===== config.mk =====
export PLATFORM = sky130hd
export DESIGN_NAME = hwcfg_top
export DESIGN_NICKNAME = d
export VERILOG_FILES = /design/src/verilog/hwcfg_pkg.sv /design/src/verilog/hwcfg_led_timer.sv /design/src/verilog/hwcfg_top.sv
export SDC_FILE = /design/constraint.sdc
export NUM_CORES = 1
export LEC_CHECK = 0
export BUFFER_PORTS_ARGS = -buffer_cell sky130_fd_sc_hd__buf_2
export CORE_UTILIZATION = 45
export CTS_BUF_LIST = sky130_fd_sc_hd__clkbuf_4 sky130_fd_sc_hd__clkbuf_8
export DETAILED_ROUTE_END_ITERATION = 12
export PLACE_DENSITY = 0.85
export SLEW_MARGIN = 10
export SYNTH_ARGS = -nofsm -noshare
export SYNTH_HDL_FRONTEND = slang
export SYNTH_SLANG_ARGS = --single-unit

===== constraint.sdc =====
create_clock -name clk -period 5.8 [get_ports clk]
set_clock_uncertainty 0.1 [all_clocks]
set_input_delay 0.29 -clock clk [delete_from_list [all_inputs] [get_ports clk]]
set_output_delay 0.29 -clock clk [all_outputs]
set_load 0.03 [all_outputs]

===== src/verilog/hwcfg_pkg.sv =====
package hwcfg_pkg;

  // ==========================================================================
  // Register map (word-aligned byte addresses)
  // ==========================================================================
  localparam logic [11:0] HWCFG_ADDR_SETUP = 12'h014;
  localparam logic [11:0] HWCFG_ADDR_EVENTS = 12'h018;

  // ==========================================================================
  // Field positions of hardware_setup
  // ==========================================================================
  localparam int HWCFG_BIT_GUARD = 15;
  localparam int HWCFG_BIT_BOOST_HI = 14;
  localparam int HWCFG_BIT_BOOST_LO = 13;
  localparam int HWCFG_BIT_EMPTY_REPLY = 12;
  localparam int HWCFG_BIT_FAST_BLINK = 11;
  localparam int HWCFG_BIT_SHIFT_HI = 10;
  localparam int HWCFG_BIT_SHIFT_LO = 9;
  localparam int HWCFG_BIT_STALL_INH = 8;
  localparam int HWCFG_BIT_MII_EXPOSE = 7;
  localparam int HWCFG_BIT_ERR_DROP = 6;
  localparam int HWCFG_BIT_PHY_SOURCE = 2;

  // ==========================================================================
  // Reset values
  // ==========================================================================
  localparam logic [1:0] HWCFG_BOOST_RESET = 2'h0;
  localparam logic [1:0] HWCFG_SHIFT_RESET = 2'h0;
  localparam logic HWCFG_BIT_RESET = 1'b0;

  // ==========================================================================
  // LED timing
  // ==========================================================================
  localparam int HWCFG_CLK_MHZ = 100;
  localparam int HWCFG_LED_SLOW_MS = 80;
  localparam int HWCFG_LED_FAST_US = 15;
  localparam int HWCFG_LED_SLOW_CYC = HWCFG_LED_SLOW_MS * 1000 * HWCFG_CLK_MHZ;
  localparam int HWCFG_LED_FAST_CYC = HWCFG_LED_FAST_US * HWCFG_CLK_MHZ;

  // ==========================================================================
  // Configuration carried to the datapath
  // ==========================================================================
  typedef struct packed {
    logic guard;
    logic [1:0] boost;
    logic empty_reply;
    logic fast_blink;
    logic [1:0] shift;
    logic stall_inhibit;
    logic mii_expose;
    logic err_drop;
  } hwcfg_fields_t;

  // Bulk IN reply codes
  typedef enum logic [1:0] {
    HWCFG_REPLY_NONE = 2'h0,
    HWCFG_REPLY_ZLP = 2'h1,
    HWCFG_REPLY_NAK = 2'h2
  } hwcfg_reply_t;

endpackage


===== src/verilog/hwcfg_led_timer.sv =====
`timescale 1ns/10ps
`default_nettype none

// Activity LED blinker with selectable on/off period
module hwcfg_led_timer
  import hwcfg_pkg::*;
#(
  parameter int SLOW_CYC = HWCFG_LED_SLOW_CYC
)
(
  // Clock and reset
  input wire logic clk,
  input wire logic reset,
  // Control
  input wire logic fast,
  input wire logic activity,
  // LED drive
  output logic led
);

  logic [31:0] count;
  logic busy;
  logic phase_off;

  // ==========================================================================
  // Phase timer: one on phase then one off phase per activity burst
  // ==========================================================================
  always_ff @(posedge clk)
  begin
    if (reset)
    begin
      count <= 32'h0;
      busy <= 1'b0;
      phase_off <= 1'b0;
      led <= 1'b0;
    end
    else if (!busy)
    begin
      if (activity)
      begin
        busy <= 1'b1;
        phase_off <= 1'b0;
        led <= 1'b1;
        count <= 32'h0;
      end
    end
    else if (count >= (fast ? 32'(HWCFG_LED_FAST_CYC) : 32'(SLOW_CYC)) - 32'h1)
    begin
      count <= 32'h0;
      led <= 1'b0;
      phase_off <= 1'b1;
      if (phase_off)
        busy <= 1'b0;
    end
    else
      count <= count + 32'h1;
  end

endmodule // hwcfg_led_timer

`default_nettype wire


===== src/verilog/hwcfg_top.sv =====
// How it works
// - With the guard bit set, protected fields keep their values over every reset except power-on.
// - The guard bit protects itself, so it survives non-power-on resets while set.
// - The two-bit drive boost selects normal, +4%, +8% or +12% drive and is guarded.
// - A bulk IN token on an empty receive FIFO gets a zero-length packet when the reply bit is 0, NAK when 1.
// - The fast-blink bit cuts the LED on and off times from 80 ms to about 15 us each.
// - Each receive packet starts with 0 to 3 padding bytes set by the shift field.
// - Loss of sync in the transmit frame checker stalls the bulk OUT pipe unless stall-inhibit is set.
// - In internal PHY mode the exposure bit turns the MII pins and the PHY interrupt pin into outputs.
// - With an external PHY the exposure bit does not affect the pins.
// - While exposure is on in internal PHY mode, CRS, MDC, MDIO, COL and TXD3..0 ignore their GPIO setup.
// - With the drop bit set, each received byte flagged as errored is discarded; the other bytes of its frame pass.
// - A read-only bit shows the PHY source, 0 internal and 1 external, and defines internal mode.
`timescale 1ns/10ps
`default_nettype none

module hwcfg_top
  import hwcfg_pkg::*;
#(
  parameter int LED_SLOW_CYC = HWCFG_LED_SLOW_CYC
)
(
  // Clock and resets
  input wire logic clk,
  input wire logic reset,
  input wire logic por,
  // APB slave
  input wire logic psel,
  input wire logic penable,
  input wire logic pwrite,
  input wire logic [11:0] paddr,
  input wire logic [31:0] pwdata,
  output logic [31:0] prdata,
  output logic pready,
  output logic pslverr,
  // PHY source strap pin
  input wire logic phy_source_pin,
  // USB bulk IN / OUT events
  input wire logic bulk_in_token,
  input wire logic rx_fifo_empty,
  output hwcfg_reply_t in_reply,
  input wire logic tx_frame_checker_sync_lost,
  output logic out_pipe_stall,
  input wire logic out_stall_clear,
  // USB drive strength
  output logic [1:0] hs_drive_boost,
  // Receive byte stream in
  input wire logic rx_in_valid,
  input wire logic rx_in_sop,
  input wire logic rx_in_error,
  input wire logic [7:0] rx_in_data,
  // Receive byte stream out toward USB
  output logic rx_out_valid,
  output logic rx_out_sop,
  output logic [7:0] rx_out_data,
  output logic rx_in_ready,
  output logic frame_dropped,
  // Activity LED
  input wire logic activity,
  output logic activity_led,
  // MII pin muxing
  input wire logic [7:0] mii_int_out,
  input wire logic phy_irq_int_n,
  input wire logic [7:0] gpio_out,
  input wire logic [7:0] gpio_oe_n,
  output logic [7:0] mii_pin_out,
  output logic [7:0] mii_pin_oe_n,
  output logic phy_irq_n,
  output logic phy_irq_oe_n
);

  hwcfg_fields_t cfg;
  logic phy_sync1, phy_sync2, phy_source;
  logic access, wr_setup;
  logic [1:0] pad_left;
  logic held;
  logic [7:0] held_data;
  logic led_raw;

  // ==========================================================================
  // Strap synchroniser, followed continuously; only power-on reset clears it
  // ==========================================================================
  always_ff @(posedge clk)
  begin
    phy_sync1 <= phy_source_pin;
    phy_sync2 <= phy_sync1;
  end

  always_ff @(posedge clk)
  begin
    if (por)
      phy_source <= HWCFG_BIT_RESET;
    else
      phy_source <= phy_sync2;
  end

  // ==========================================================================
  // APB access decode
  // ==========================================================================
  assign access = psel && penable && pready;
  assign wr_setup = access && pwrite && (paddr == HWCFG_ADDR_SETUP);

  // One wait state: pready rises after the first access cycle
  always_ff @(posedge clk)
  begin
    if (por || reset)
      pready <= 1'b0;
    else
      pready <= psel && penable && !pready;
  end

  // Read data and error answer
  always_ff @(posedge clk)
  begin
    if (por || reset)
    begin
      prdata <= 32'h0;
      pslverr <= 1'b0;
    end
    else if (psel && penable && !pready)
    begin
      prdata <= 32'h0;
      pslverr <= (paddr != HWCFG_ADDR_SETUP) && (paddr != HWCFG_ADDR_EVENTS);
      if (!pwrite && paddr == HWCFG_ADDR_SETUP)
      begin
        prdata[HWCFG_BIT_GUARD] <= cfg.guard;
        prdata[HWCFG_BIT_BOOST_HI:HWCFG_BIT_BOOST_LO] <= cfg.boost;
        prdata[HWCFG_BIT_EMPTY_REPLY] <= cfg.empty_reply;
        prdata[HWCFG_BIT_FAST_BLINK] <= cfg.fast_blink;
        prdata[HWCFG_BIT_SHIFT_HI:HWCFG_BIT_SHIFT_LO] <= cfg.shift;
        prdata[HWCFG_BIT_STALL_INH] <= cfg.stall_inhibit;
        prdata[HWCFG_BIT_MII_EXPOSE] <= cfg.mii_expose;
        prdata[HWCFG_BIT_ERR_DROP] <= cfg.err_drop;
        prdata[HWCFG_BIT_PHY_SOURCE] <= phy_source;
      end
      else if (!pwrite && paddr == HWCFG_ADDR_EVENTS)
        prdata[0] <= out_pipe_stall;
    end
  end

  // ==========================================================================
  // Guarded fields: power-on clears, other resets spare them when guarded
  // ==========================================================================
  always_ff @(posedge clk)
  begin
    if (por)
    begin
      cfg.guard <= HWCFG_BIT_RESET;
      cfg.boost <= HWCFG_BOOST_RESET;
    end
    else if (reset && !cfg.guard)
    begin
      cfg.guard <= HWCFG_BIT_RESET;
      cfg.boost <= HWCFG_BOOST_RESET;
    end
    else if (wr_setup && !reset)
    begin
      cfg.guard <= pwdata[HWCFG_BIT_GUARD];
      cfg.boost <= pwdata[HWCFG_BIT_BOOST_HI:HWCFG_BIT_BOOST_LO];
    end
  end

  // Unguarded fields: every reset restores them
  always_ff @(posedge clk)
  begin
    if (por || reset)
    begin
      cfg.empty_reply <= HWCFG_BIT_RESET;
      cfg.fast_blink <= HWCFG_BIT_RESET;
      cfg.shift <= HWCFG_SHIFT_RESET;
      cfg.stall_inhibit <= HWCFG_BIT_RESET;
      cfg.mii_expose <= HWCFG_BIT_RESET;
      cfg.err_drop <= HWCFG_BIT_RESET;
    end
    else if (wr_setup)
    begin
      cfg.empty_reply <= pwdata[HWCFG_BIT_EMPTY_REPLY];
      cfg.fast_blink <= pwdata[HWCFG_BIT_FAST_BLINK];
      cfg.shift <= pwdata[HWCFG_BIT_SHIFT_HI:HWCFG_BIT_SHIFT_LO];
      cfg.stall_inhibit <= pwdata[HWCFG_BIT_STALL_INH];
      cfg.mii_expose <= pwdata[HWCFG_BIT_MII_EXPOSE];
      cfg.err_drop <= pwdata[HWCFG_BIT_ERR_DROP];
    end
  end

  // Boost level to USB PHY
  always_ff @(posedge clk)
  begin
    if (por)
      hs_drive_boost <= HWCFG_BOOST_RESET;
    else
      hs_drive_boost <= cfg.boost;
  end

  // ==========================================================================
  // Bulk IN reply on empty FIFO
  // ==========================================================================
  always_ff @(posedge clk)
  begin
    if (por || reset)
      in_reply <= HWCFG_REPLY_NONE;
    else if (bulk_in_token && rx_fifo_empty)
      in_reply <= cfg.empty_reply ? HWCFG_REPLY_NAK : HWCFG_REPLY_ZLP;
    else
      in_reply <= HWCFG_REPLY_NONE;
  end

  // ==========================================================================
  // Bulk OUT stall: set wins over clear; write 1 to event bit 0 also clears
  // ==========================================================================
  always_ff @(posedge clk)
  begin
    if (por || reset)
      out_pipe_stall <= 1'b0;
    else if (tx_frame_checker_sync_lost && !cfg.stall_inhibit)
      out_pipe_stall <= 1'b1;
    else if (out_stall_clear || (access && pwrite && paddr == HWCFG_ADDR_EVENTS && pwdata[0]))
      out_pipe_stall <= 1'b0;
  end

  // ==========================================================================
  // Receive path: lead padding and errored byte drop
  // ==========================================================================
  always_ff @(posedge clk)
  begin
    if (por || reset)
    begin
      pad_left <= 2'h0;
      held <= 1'b0;
      held_data <= 8'h00;
      rx_out_valid <= 1'b0;
      rx_out_sop <= 1'b0;
      rx_out_data <= 8'h00;
      rx_in_ready <= 1'b0;
      frame_dropped <= 1'b0;
    end
    else
    begin
      rx_out_valid <= 1'b0;
      rx_out_sop <= 1'b0;
      frame_dropped <= 1'b0;
      rx_in_ready <= (pad_left == 2'h0) && !held && !(rx_in_valid && rx_in_ready && rx_in_sop && cfg.shift != 2'h0);
      if (pad_left != 2'h0)
      begin
        rx_out_valid <= 1'b1;
        rx_out_data <= 8'h00;
        pad_left <= pad_left - 2'h1;
      end
      else if (held)
      begin
        // Start byte after its pads, marked as start again
        rx_out_valid <= 1'b1;
        rx_out_sop <= 1'b1;
        rx_out_data <= held_data;
        held <= 1'b0;
      end
      else if (rx_in_valid && rx_in_ready)
      begin
        if (rx_in_error && cfg.err_drop)
          frame_dropped <= 1'b1;
        else if (rx_in_sop && cfg.shift != 2'h0)
        begin
          // Start byte is already taken: park it while the pads go out
          rx_out_valid <= 1'b1;
          rx_out_sop <= 1'b1;
          rx_out_data <= 8'h00;
          held_data <= rx_in_data;
          held <= 1'b1;
          pad_left <= cfg.shift - 2'h1;
        end
        else
        begin
          rx_out_valid <= 1'b1;
          rx_out_sop <= rx_in_sop;
          rx_out_data <= rx_in_data;
        end
      end
    end
  end

  // ==========================================================================
  // Activity LED
  // ==========================================================================
  hwcfg_led_timer #(
    .SLOW_CYC(LED_SLOW_CYC)
  ) u_led (
    .clk(clk),
    .reset(por || reset),
    .fast(cfg.fast_blink),
    .activity(activity),
    .led(led_raw)
  );

  always_ff @(posedge clk)
  begin
    if (por || reset)
      activity_led <= 1'b0;
    else
      activity_led <= led_raw;
  end

  // ==========================================================================
  // MII pin exposure, priority over GPIO, internal PHY only
  // ==========================================================================
  always_ff @(posedge clk)
  begin
    if (por || reset)
    begin
      mii_pin_out <= 8'h00;
      mii_pin_oe_n <= 8'hFF;
      phy_irq_n <= 1'b1;
      phy_irq_oe_n <= 1'b1;
    end
    else if (cfg.mii_expose && !phy_source)
    begin
      mii_pin_out <= mii_int_out;
      mii_pin_oe_n <= 8'h00;
      phy_irq_n <= phy_irq_int_n;
      phy_irq_oe_n <= 1'b0;
    end
    else
    begin
      mii_pin_out <= gpio_out;
      mii_pin_oe_n <= gpio_oe_n;
      phy_irq_n <= 1'b1;
      phy_irq_oe_n <= 1'b1;
    end
  end

endmodule // hwcfg_top

`default_nettype wire

==> results of run 1 <==
-- timing repair --
action / CTS / global route
endpoints found under the setup margin: 0 / 0
endpoints found under the hold margin: 1 / 0
resized for setup: 0 / 0
hold buffers: 1 / 0
-- cells by family after synthesis --
family / Yosys count / share of synthesized area
other: 1 / 0.000825
multiplexers: 9 / 0.0198
adder cells (fa/ha/maj): 10 / 0.0275
flip-flops: 109 / 0.480
buffers and inverters: 51 / 0.0605
AND/OR/NAND/NOR: 243 / 0.260
XOR/XNOR: 7 / 0.0135
AO/OA/AOI/OAI: 93 / 0.138
-- worst max-delay path, stage by stage, from the launching register on --
cell and delay [ns]:
sky130_fd_sc_hd__dfxtp_1 0.62, sky130_fd_sc_hd__ha_1 0.34, sky130_fd_sc_hd__a211o_1 0.30, sky130_fd_sc_hd__a21o_1 0.17, sky130_fd_sc_hd__a2111o_1 0.46, sky130_fd_sc_hd__a2111o_1 0.69
sky130_fd_sc_hd__or3_1 0.46, sky130_fd_sc_hd__nand3_1 0.10
-- path summary, 6_finish.rpt --
path                          end  slack (ns)  cells after the start    startpoint
setup / recovery  u_led.count[20]        2.51                      7        cfg[5]
hold / removal    mii_pin_oe_n[2]        0.01                      3  gpio_oe_n[2]
setup reg to reg  u_led.count[20]        2.51                      7        cfg[5]
hold reg to reg         phy_sync2        0.24                      0     phy_sync1
-- state kept, by name, indices dropped and copies added, names as in the netlist, 2 cells and up --
register,cells
mii_pin_out,8
held_data,8
mii_pin_oe_n,8
in_reply,2
prdata,12
hs_drive_boost,2
cfg,10
u_led.count,32
rx_out_data,8
pad_left,2
-- placed cells by master (no fill, tap or decap), drive strengths merged, types with 5 or more instances in the layout --
master	netlist	routed
a21o	7	7
a21oi	31	31
a222oi	6	6
a22oi	12	12
and3	16	16
buf	26	122
clkbuf	18	12
conb	1	20
dfxtp	109	109
ha	10	10
inv	7	9
mux2i	9	9
nand2	76	76
nand2b	7	7
nand3	30	30
nand4	10	10
nor2	51	51
nor2b	6	6
nor3	15	15
nor4	8	8
o21ai	19	19
or3	8	8
xnor2	5	5
-- final cells by class --
cell class,instances,area (um2)
multi-input combinational,382,2170
inverter,7,26.3
tap,133,166
clock buffer,12,165
timing repair buffer,123,626
clock inverter,4,38.8
sequential,109,2180
fill,902,4400
-- power groups by stage --
stage | Sequential [W] | Combinational [W] | Clock (W)
floorplan | 0.000791 | 0.0000563 | 0
detailed placement | 0.000778 | 0.000101 | 0
global placement | 0.000777 | 0.0000987 | 0
CTS | 0.000760 | 0.000102 | 0.000464
global route | 0.000762 | 0.000112 | 0.000498
finish | 0.000760 | 0.000102 | 0.000455
-- synth_stat cells (2+ instances only) --
library cell / instances / area, um2
sky130_fd_sc_hd__o21ai_0: 18 / 90.1
sky130_fd_sc_hd__ha_1: 10 / 125
sky130_fd_sc_hd__nor4_1: 8 / 50.1
sky130_fd_sc_hd__nor3_1: 14 / 70.1
sky130_fd_sc_hd__nand2_1: 76 / 285
sky130_fd_sc_hd__inv_1: 7 / 26.3
sky130_fd_sc_hd__buf_4: 20 / 150
sky130_fd_sc_hd__nand4_1: 10 / 62.6
sky130_fd_sc_hd__xnor2_1: 5 / 43.8
sky130_fd_sc_hd__xor2_1: 2 / 17.5
sky130_fd_sc_hd__a21o_1: 7 / 52.6
sky130_fd_sc_hd__mux2i_1: 9 / 90.1
sky130_fd_sc_hd__buf_1: 4 / 15.0
sky130_fd_sc_hd__and4_1: 2 / 17.5
sky130_fd_sc_hd__nand2b_1: 7 / 43.8
sky130_fd_sc_hd__a22oi_1: 12 / 90.1
sky130_fd_sc_hd__and3_1: 16 / 100
sky130_fd_sc_hd__a21oi_1: 31 / 155
sky130_fd_sc_hd__clkbuf_1: 18 / 67.6
sky130_fd_sc_hd__a41oi_1: 2 / 17.5
sky130_fd_sc_hd__and2_1: 3 / 18.8
sky130_fd_sc_hd__or3_1: 8 / 50.1
sky130_fd_sc_hd__a211oi_1: 4 / 30.0
sky130_fd_sc_hd__dfxtp_1: 109 / 2180
sky130_fd_sc_hd__a2111o_1: 2 / 22.5
sky130_fd_sc_hd__nor2b_1: 6 / 37.5
sky130_fd_sc_hd__nor2_1: 51 / 191
sky130_fd_sc_hd__nor3b_1: 4 / 30.0
sky130_fd_sc_hd__a222oi_1: 6 / 60.1
sky130_fd_sc_hd__nand3_1: 30 / 150
-- stage by stage --
step | utilization | instances | area (um2) | hold slack [ns] | power (W)
global route | 0.550 | 770 | 5380 | 0.0116 | 0.00137
detailed placement | 0.528 | 753 | 5160 | 0.219 | 0.000879
floorplan | - | 542 | 4620 | 0.210 | 0.000848
global placement | 0.528 | 753 | 5160 | 0.217 | 0.000876
finish | 0.550 | 770 | 5380 | 0.0135 | 0.00132
CTS | 0.550 | 770 | 5380 | 0.00276 | 0.00133
-- per-layer routing --
metal,part of all wire,routed length [um]
met1,0.44,4570
met2,0.50,5230
met3,0.045,474
met4,0.014,150
met5,0,0
==> PnR_summary.wiki, run 1 <==
{| class="wikitable"
! Metric !! Value
|-
| Worst setup path class || flip-flop to flip-flop
|-
| Post-synthesis sequential area ratio || 0.480
|-
| Setup TNS Final || 0 ns
|-
| Number of vias per cell after detailed routing || 5.26
|-
| Maximum ir drop on the vdd rail || 0.140 mV
|-
| Part of the cycle the worst path needs || 0.568
|-
| Count of flip-flops with a built-in enable after synthesis || 0
|-
| Antenna viol nets, final || 0
|-
| Run status || finished clean
|-
| Clk sinks || 109
|-
| Synthesized cell area || 4550 um2
|-
| Max-capacitance violation count || 0
|-
| Reg clk slew, reported paths || 0.11 ns
|-
| Static leakage || 2.35 nW
|-
| Flip-flop and latch count after synthesis || 109
|-
| Buffers added on ports || 120
|-
| Worst-skew pair later-pin latency || 0.36 ns
|-
| Post CTS Setup Buffer Count || 0
|-
| Horizontal extent of the die || 103 um
|-
| Part of the power in the clock network || 0.345
|-
| Mean post-synth cell area || 8.69 um2
|-
| Launching element type of the critical path || flip-flop
|-
| Die Area || 10500 um2
|-
| Worst hold path type || input pin to flip-flop
|-
| Total gr overflow || 0
|-
| Number of remaining DRC errors || 0
|-
| Syn-to-layout area delta || 18.2%
|-
| Cell row count || 36
|-
| Actual slew at the worst max-slew pin || 1.07 ns
|-
| RSZ-0062 raised after global routing || false
|-
| Initial standard-cell utilization of the core || 0.465
|-
| Number of H-tree branching levels || 3
|-
| Vias in the first global route || 3716
|-
| Most crowded layer after global routing || met2
|-
| Prevailing post-synth register cell || sky130_fd_sc_hd__dfxtp_1
|-
| Initial antenna violation count || 0
|-
| Final worst path period need || 3.29 ns
|-
| Wire length of the first global-routing pass || 17100 um
|-
| I/O Pins || 162
|-
| Clock root buffer master || sky130_fd_sc_hd__clkbuf_8
|-
| Global routing met1 resource utilization || 0.260
|-
| Ys Warns || 0
|-
| Number of antenna cells inserted || 0
|-
| Global routing usage summed across all routing layers || 0.204
|-
| Logic gate share of total power || 0.077
|-
| Count of endpoints failing hold in the final timing report || 0
|-
| Initial detailed-routing violation count || 178
|-
| Maximum clock path buffer count || 2
|-
| Final setup violation count || 0
|-
| Psw || 0.000330 W
|-
| Via Count || 4051
|-
| Half-perimeter wire length after detailed placement || 7500 um
|-
| Max-slew headroom at the worst pin || 0.283
|-
| RePlAce Congestion || 0.878
|-
| GR Util met3 || 0.0393
|-
| Synthesized instance count || 523
|-
| Maximum number of pins on one net before global-route repair || 51
|-
| Switching Fraction || 0.251
|-
| Cts bufs inserted || 9
|-
| Critical path peak fanout || 23
|-
| Part of the total power dissipated in sequential elements || 0.577
|-
| Number of distinct library cells after synthesis || 52
|-
| Die height || 103 um
|-
| Core area || 9770 um2
|-
| Share of post-route cells with drive strength above 1 || 0.228
|-
| Pre-CTS setup slack || 2.56 ns
|-
| Async S/R FF share, synth || 0
|-
| TritonRoute pass-1 iters || 5
|-
| Final Max Slew Viols || 0
|-
| Achievable Freq || 0.304 GHz
|-
| Routed WL per cell || 13.5 um
|-
| Total power density per cell area || 245 nW/um2
|-
| Final wirelength || 10400 um
|-
| Arr. time, crit path || 3.50 ns
|-
| TritonCTS clock tree || built
|-
| Final setup margin || 2.51 ns
|-
| Global Route met2 Usage || 0.347
|-
| Internal cell power || 0.000987 W
|-
| Crit path capture type || flip-flop
|-
| CP Data Required Time || 6.00 ns
|-
| Final net count || 734
|}
Power figures use the tool's default switching activity.
==> inputs of run 2 (changes only) <==
==> constraint.sdc (replaced) <==
create_clock -name clk -period 3.2 [get_ports clk]
set_clock_uncertainty 0.1 [all_clocks]
set_input_delay 0.16 -clock clk [delete_from_list [all_inputs] [get_ports clk]]
set_output_delay 0.16 -clock clk [all_outputs]
set_load 0.03 [all_outputs]
==> PnR_summary.wiki, run 2 (synthesis gave the netlist of run 1 again) <==
{| class="wikitable"
! Metric !! Value
|-
| Horizontal extent of the die || 103 um (unchanged)
|-
| Die height || 103 um (unchanged)
|-
| TritonCTS clock tree || built
|-
| Max-slew headroom at the worst pin || 0.403 (+0.120)
|-
| Cell row count || 36 (unchanged)
|-
| Most frequent standard cell in the layout excluding fill and tap cells || sky130_fd_sc_hd__buf_2
|-
| Part of the cycle the worst path needs || 0.935 (+0.367)
|-
| Antenna viol nets, final || 0 (unchanged)
|-
| Core area || 9770 um2 (unchanged)
|-
| Chain of cells forming the critical path || ha_1 -> a211o_1 -> a21o_1 -> a2111o_1 -> a2111o_2 -> or3_1 -> o21ai_0
|-
| Global routing usage summed across all routing layers || 0.236 (+0.0328)
|-
| RSZ-0062 raised after global routing || false
|-
| Critical path peak fanout || 23 (unchanged)
|-
| Number of remaining DRC errors || 0 (unchanged)
|-
| Maximum ir drop on the vdd rail || 0.282 mV (+100%)
|-
| TritonRoute pass-1 iters || 7 (+2)
|-
| Half-perimeter wire length after detailed placement || 7830 um (+4.3%)
|-
| Vias in the first global route || 4285 (+15%)
|-
| Final net count || 795 (+8.3%)
|-
| Actual slew at the worst max-slew pin || 0.892 ns (-0.175 ns)
|-
| Registers with the most flip-flops || u_led.count: 32 flops, prdata: 12 flops, cfg: 10 flops
|-
| Worst hold path type || input pin to flip-flop
|-
| Wire length of the first global-routing pass || 19600 um (+15%)
|-
| Crit path capture type || flip-flop
|-
| Maximum number of pins on one net before global-route repair || 42 (-18%)
|-
| Total gr overflow || 0 (unchanged)
|-
| Initial antenna violation count || 0 (unchanged)
|-
| Initial detailed-routing violation count || 254 (+43%)
|-
| Static leakage || 2.63 nW (+12%)
|-
| Largest stage delay, worst path || 0.65 ns (-0.04 ns)
|-
| Reg clk slew, reported paths || 0.11 ns (about the same)
|-
| Run status || finished clean
|-
| I/O Pins || 162 (unchanged)
|-
| PnR Total Power || 0.00250 W (+90%)
|-
| Clock root buffer master || sky130_fd_sc_hd__clkbuf_8
|-
| Buffers added on ports || 120 (unchanged)
|-
| Initial standard-cell utilization of the core || 0.465 (unchanged)
|-
| Final setup violation count || 0 (unchanged)
|-
| Pre-CTS setup slack || 0.197 ns (-2.36 ns)
|-
| Share of post-route cells with drive strength above 1 || 0.219 (-0.00843)
|-
| Crit path buffers/inverters || 0 (unchanged)
|-
| Final Max Slew Viols || 0 (unchanged)
|-
| Number of H-tree branching levels || 3 (unchanged)
|-
| Die Area || 10500 um2 (unchanged)
|-
| Count of endpoints failing hold in the final timing report || 0 (unchanged)
|-
| Routed WL per cell || 14.6 um (+8.0%)
|-
| Max stage delay cell, worst path || sky130_fd_sc_hd__a2111o_2
|-
| Via Count || 4475 (+10%)
|-
| Commonest non-fill, non-tap cells in the layout || sky130_fd_sc_hd__buf_2 (120), sky130_fd_sc_hd__dfxtp_1 (109), sky130_fd_sc_hd__nand2_1 (76), sky130_fd_sc_hd__dlygate4sd3_1 (54), sky130_fd_sc_hd__nor2_1 (51)
|-
| CP Data Required Time || 3.40 ns (-2.60 ns)
|-
| Maximum clock path buffer count || 2 (unchanged)
|-
| Achievable Freq || 0.334 GHz (+10%)
|-
| Setup TNS Final || 0 ns (unchanged)
|-
| Max-capacitance violation count || 0 (unchanged)
|-
| RePlAce Congestion || 0.842 (-4.0%)
|-
| Register with the highest flop count || u_led.count
|-
| Cell family with the largest share of critical-path delay || compound AO/OA/AOI/OAI gates
|-
| Max reg flops || 32 (unchanged)
|-
| Final worst path period need || 2.99 ns (-0.302 ns)
|-
| Number of antenna cells inserted || 0 (unchanged)
|-
| Total power density per cell area || 419 nW/um2 (+71%)
|-
| Syn-to-layout area delta || 31.4%
|-
| Cts bufs inserted || 9 (unchanged)
|-
| Number of vias per cell after detailed routing || 5.39 (+2.4%)
|-
| Final wirelength || 12200 um (+17%)
|-
| Launching element type of the critical path || flip-flop
|-
| Arr. time, crit path || 3.19 ns (-0.31 ns)
|-
| Worst-skew pair later-pin latency || 0.38 ns (+0.02 ns)
|-
| Clk sinks || 109 (unchanged)
|-
| Final setup margin || 0.209 ns (-2.30 ns)
|-
| Worst setup path class || flip-flop to flip-flop
|}
## run 2: routing by layer
metal | GRT usage | part of all wire
met1 | 0.275 | 0.39
met2 | 0.413 | 0.52
met3 | 0.0502 | 0.061
met4 | 0.114 | 0.030
met5 | 0 | 0
## run 2: worst reg2reg max path, delay by kind of cell, from the launching register on
family / cells / cell delay (ns)
compound gates: 5 / 1.69
simple gates: 1 / 0.40
fa+ha+maj: 1 / 0.29
flops: 1 / 0.44
## run 2: worst paths after layout
kind	startpoint	end	slack [ns]	depth (start not counted)
worst max-delay path	u_led.count[17]	u_led.count[11]	0.21	7
worst min-delay path	reset	cfg[8]	0.06	4
worst max register to register	u_led.count[17]	u_led.count[11]	0.21	7
worst min register to register	phy_sync1	phy_sync2	0.25	0
## run 2: repair_timing
action / 4_1_cts / 5_1_grt
resized for setup: 0 / 1
setup endpoints to repair: 0 / 2
hold endpoints to repair: 51 / 0
hold buffers: 54 / 0
buffers inserted: 0 / 0
## run 2: per-stage QoR
stage               instance area, um2  utilization  hold slack (ns)  cells
floorplan                         4620            -           0.0877    542
global placement                  5220        0.534            0.164    761
detailed placement                5220        0.534            0.173    761
CTS                               5970        0.611           0.0567    831
global route                      5970        0.611           0.0807    831
finish                            5970        0.611           0.0582    831
## run 2: power breakdown
| part | switching (W) | total, W | internal [W] | leakage [nW] |
|---|---|---|---|---|
| sequential | 0.00000688 | 0.00138 | 0.00137 | 0.883 |
| clock | 0.000502 | 0.000883 | 0.000381 | 0.105 |
| combinational | 0.000141 | 0.000240 | 0.0000995 | 1.65 |
| total | 0.000649 | 0.00250 | 0.00185 | 2.63 |
## run 2: area by class of cell
class                      instances  area (um2)
tap                              133         166
inverter                           7        26.3
multi-input combinational        382        2170
clock buffer                       9         124
fill                             823        3800
timing repair buffer             184        1220
sequential                       109        2180
clock inverter                     7        91.3
==> inputs of run 3 (changes only) <==
--- a/config.mk
+++ b/config.mk
@@ -10,6 +10,7 @@
 export CTS_BUF_LIST = sky130_fd_sc_hd__clkbuf_4 sky130_fd_sc_hd__clkbuf_8
 export DETAILED_ROUTE_END_ITERATION = 12
 export PLACE_DENSITY = 0.85
+export RECOVER_POWER = 25
 export SLEW_MARGIN = 10
 export SYNTH_ARGS = -nofsm -noshare
 export SYNTH_HDL_FRONTEND = slang
==> PnR_summary.wiki, run 3 (synthesis gave the netlist of run 1 again) <==
{| class="wikitable"
! Metric !! Value
|-
| Sequential cell area || 2180 um2 (unchanged)
|-
| Initial antenna violation count || 0 (unchanged)
|-
| Worst-skew pair later-pin latency || 0.37 ns (about the same)
|-
| Final setup margin || 0.227 ns (+0.0177 ns)
|-
| Part of the cycle the worst path needs || 0.929 (-0.00553)
|-
| Crit path buffers/inverters || 0 (unchanged)
|-
| TritonRoute pass-1 iters || 7 (unchanged)
|-
| Most frequent standard cell in the layout excluding fill and tap cells || sky130_fd_sc_hd__dfxtp_1
|-
| Final worst path period need || 2.97 ns (-0.0177 ns)
|-
| Horizontal extent of the die || 103 um (unchanged)
|-
| Highest routing layer actually used || met4
|-
| Number of cells on the worst hold path || 4 (unchanged)
|-
| Actual slew at the worst max-slew pin || 0.875 ns (-0.0164 ns)
|-
| Filler instances || 847 (+2.9%)
|-
| Start of the worst register-to-register path || u_led.count[17]
|-
| Final net count || 795 (unchanged)
|-
| Max-slew headroom at the worst pin || 0.414 (+0.0110)
|-
| Final std cells w/o fill || 831 (unchanged)
|-
| Register with the highest flop count || u_led.count
|-
| Chain of cells forming the critical path || ha_1 -> a211o_1 -> a21o_1 -> a2111o_1 -> a2111o_2 -> or3_1 -> o21ai_0
|-
| Number of logic stages on the critical path including buffering || 7 (unchanged)
|-
| Core area || 9770 um2 (unchanged)
|-
| Critical Path End || u_led.count[11]
|-
| Critical path peak fanout || 23 (unchanged)
|-
| Max reg flops || 32 (unchanged)
|-
| Die Area || 10500 um2 (unchanged)
|-
| Maximum number of pins on one net before global-route repair || 42 (unchanged)
|-
| Final core utilization || 0.607 (-0.00448)
|-
| Arr. time, crit path || 3.17 ns (-0.02 ns)
|-
| RSZ-0062 raised after global routing || false
|-
| Total gr overflow || 0 (unchanged)
|-
| Cell row count || 36 (unchanged)
|-
| Cell family with the largest share of critical-path delay || compound AO/OA/AOI/OAI gates
|-
| Slack of the worst reg-to-reg path || 0.23 ns (+0.02 ns)
|-
| I/O Pins || 162 (unchanged)
|-
| Achievable Freq || 0.336 GHz (+0.59%)
|-
| Clk sinks || 109 (unchanged)
|-
| Half-perimeter wire length after detailed placement || 7830 um (unchanged)
|-
| Total power density per cell area || 421 nW/um2 (+0.56%)
|-
| Maximum ir drop on the vdd rail || 0.278 mV (-1.4%)
|-
| Count of endpoints failing hold in the final timing report || 0 (unchanged)
|-
| RePlAce Congestion || 0.842 (unchanged)
|-
| Static leakage || 2.51 nW (-4.6%)
|-
| Multi-input combinational cell area || 2170 um2 (unchanged)
|-
| Max stage delay cell, worst path || sky130_fd_sc_hd__a2111o_2
|-
| TritonCTS clock tree || built
|-
| Routed length on met3 || 751 um (+1.5%)
|-
| Global routing usage summed across all routing layers || 0.236 (unchanged)
|-
| Worst Reg2Reg Path Length in Cells || 7 (unchanged)
|-
| Final setup violation count || 0 (unchanged)
|-
| Number of vias per cell after detailed routing || 5.39 (about the same)
|-
| Worst setup path class || flip-flop to flip-flop
|-
| Number of H-tree branching levels || 3 (unchanged)
|-
| Launching element type of the critical path || flip-flop
|-
| Post-route met1 wirelength || 4810 um (+0.63%)
|-
| Wire length of the first global-routing pass || 19600 um (unchanged)
|-
| Run status || finished clean
|-
| Syn-to-layout area delta || 30.4%
|-
| Final wirelength || 12200 um (+0.38%)
|-
| Via Count || 4478 (+0.067%)
|-
| Clock root buffer master || sky130_fd_sc_hd__clkbuf_8
|-
| Final Max Slew Viols || 0 (unchanged)
|-
| Reg-to-reg endpoint || u_led.count[11]
|-
| Largest stage delay, worst path || 0.65 ns (about the same)
|-
| Antenna viol nets, final || 0 (unchanged)
|-
| Maximum clock path buffer count || 2 (unchanged)
|-
| Hold wc startpoint || reset
|-
| Number of remaining DRC errors || 0 (unchanged)
|-
| Vias in the first global route || 4285 (unchanged)
|-
| Number of antenna cells inserted || 0 (unchanged)
|-
| Routed WL per cell || 14.7 um (+0.38%)
|-
| Cts bufs inserted || 9 (unchanged)
|-
| CP Data Required Time || 3.40 ns (about the same)
|-
| Reg clk slew, reported paths || 0.11 ns (about the same)
|-
| Registers with the most flip-flops || u_led.count: 32 flops, prdata: 12 flops, cfg: 10 flops
|-
| Die height || 103 um (unchanged)
|-
| Initial standard-cell utilization of the core || 0.465 (unchanged)
|-
| Placed instance count || 761 (unchanged)
|-
| Max-capacitance violation count || 0 (unchanged)
|-
| Initial detailed-routing violation count || 235 (-7.5%)
|-
| Worst Setup SP || u_led.count[17]
|-
| Worst hold path type || input pin to flip-flop
|-
| Total length of routed met2 wires || 6270 um (+0.13%)
|-
| Share of post-route cells with drive strength above 1 || 0.169 (-0.0501)
|-
| Commonest non-fill, non-tap cells in the layout || sky130_fd_sc_hd__dfxtp_1 (109), sky130_fd_sc_hd__buf_2 (85), sky130_fd_sc_hd__nand2_1 (76), sky130_fd_sc_hd__dlygate4sd3_1 (54), sky130_fd_sc_hd__nor2_1 (51)
|-
| Crit path capture type || flip-flop
|-
| Pre-CTS setup slack || 0.197 ns (unchanged)
|-
| Buffers added on ports || 120 (unchanged)
|-
| Setup TNS Final || 0 ns (unchanged)
|}
==> run 3: cell count changes in the layout (fill, tap and decap cells not counted), sizes merged <==
cell	before	now
buf	130	95
clkbuf	9	44
==> run 3: final cells by class <==
| cell class | count | area share |
|---|---|---|
| well taps | 133 | 0.0281 |
| clock inverters | 7 | 0.0154 |
| repair buffers | 184 | 0.198 |
| flip-flops and latches | 109 | 0.368 |
| multi-input cells | 382 | 0.366 |
| inverters | 7 | 0.00443 |
| clock buffers | 9 | 0.0209 |
==> run 3: worst min path at each step <==
stage	slack [ns]	to
after floorplan	0.09	phy_sync1
after global placement	0.16	phy_sync1
after detailed placement	0.17	phy_sync1
after CTS	0.06	cfg[8]
after global routing	0.08	cfg[8]
final	0.06	cfg[8]
==> run 3: worst register-to-register path: stages, from the launching register on <==
cell	delay, ns
sky130_fd_sc_hd__dfxtp_1	0.44
sky130_fd_sc_hd__ha_1	0.29
sky130_fd_sc_hd__a211o_1	0.30
sky130_fd_sc_hd__a21o_1	0.18
sky130_fd_sc_hd__a2111o_1	0.48
sky130_fd_sc_hd__a2111o_2	0.65
sky130_fd_sc_hd__or3_1	0.40
sky130_fd_sc_hd__o21ai_0	0.08
==> run 3: routing by layer <==
metal	track usage	up-vias
met3	0.0502	41
met5	0	-
met2	0.413	214
li1	-	2149
met1	0.275	2074
met4	0.114	0
==> run 3: where the power goes <==
| part | switching, W | internal [W] | leakage, nW | total [W] |
|---|---|---|---|---|
| sequential | 0.00000717 | 0.00137 | 0.883 | 0.00138 |
| combinational | 0.000141 | 0.0000967 | 1.52 | 0.000238 |
| clock | 0.000499 | 0.000381 | 0.105 | 0.000880 |
| total | 0.000647 | 0.00185 | 2.51 | 0.00250 |
==> run 3: repair_timing <==
action                                 in CTS  in global routing
buffers inserted                            0                  0
endpoints found under the hold margin      51                  0
resized for setup                           0                  1
hold buffers                               54                  0
setup endpoints to repair                   0                  2
==> run 3: stage by stage <==
step	power (W)	hold WS, ns	cell area (um2)
2_1_floorplan	0.00154	0.0877	4620
3_3_place_gp	0.00159	0.164	5220
3_5_place_dp	0.00159	0.173	5220
4_1_cts	0.00251	0.0567	5970
5_1_grt	0.00259	0.0807	5930
6_report	0.00250	0.0585	5930
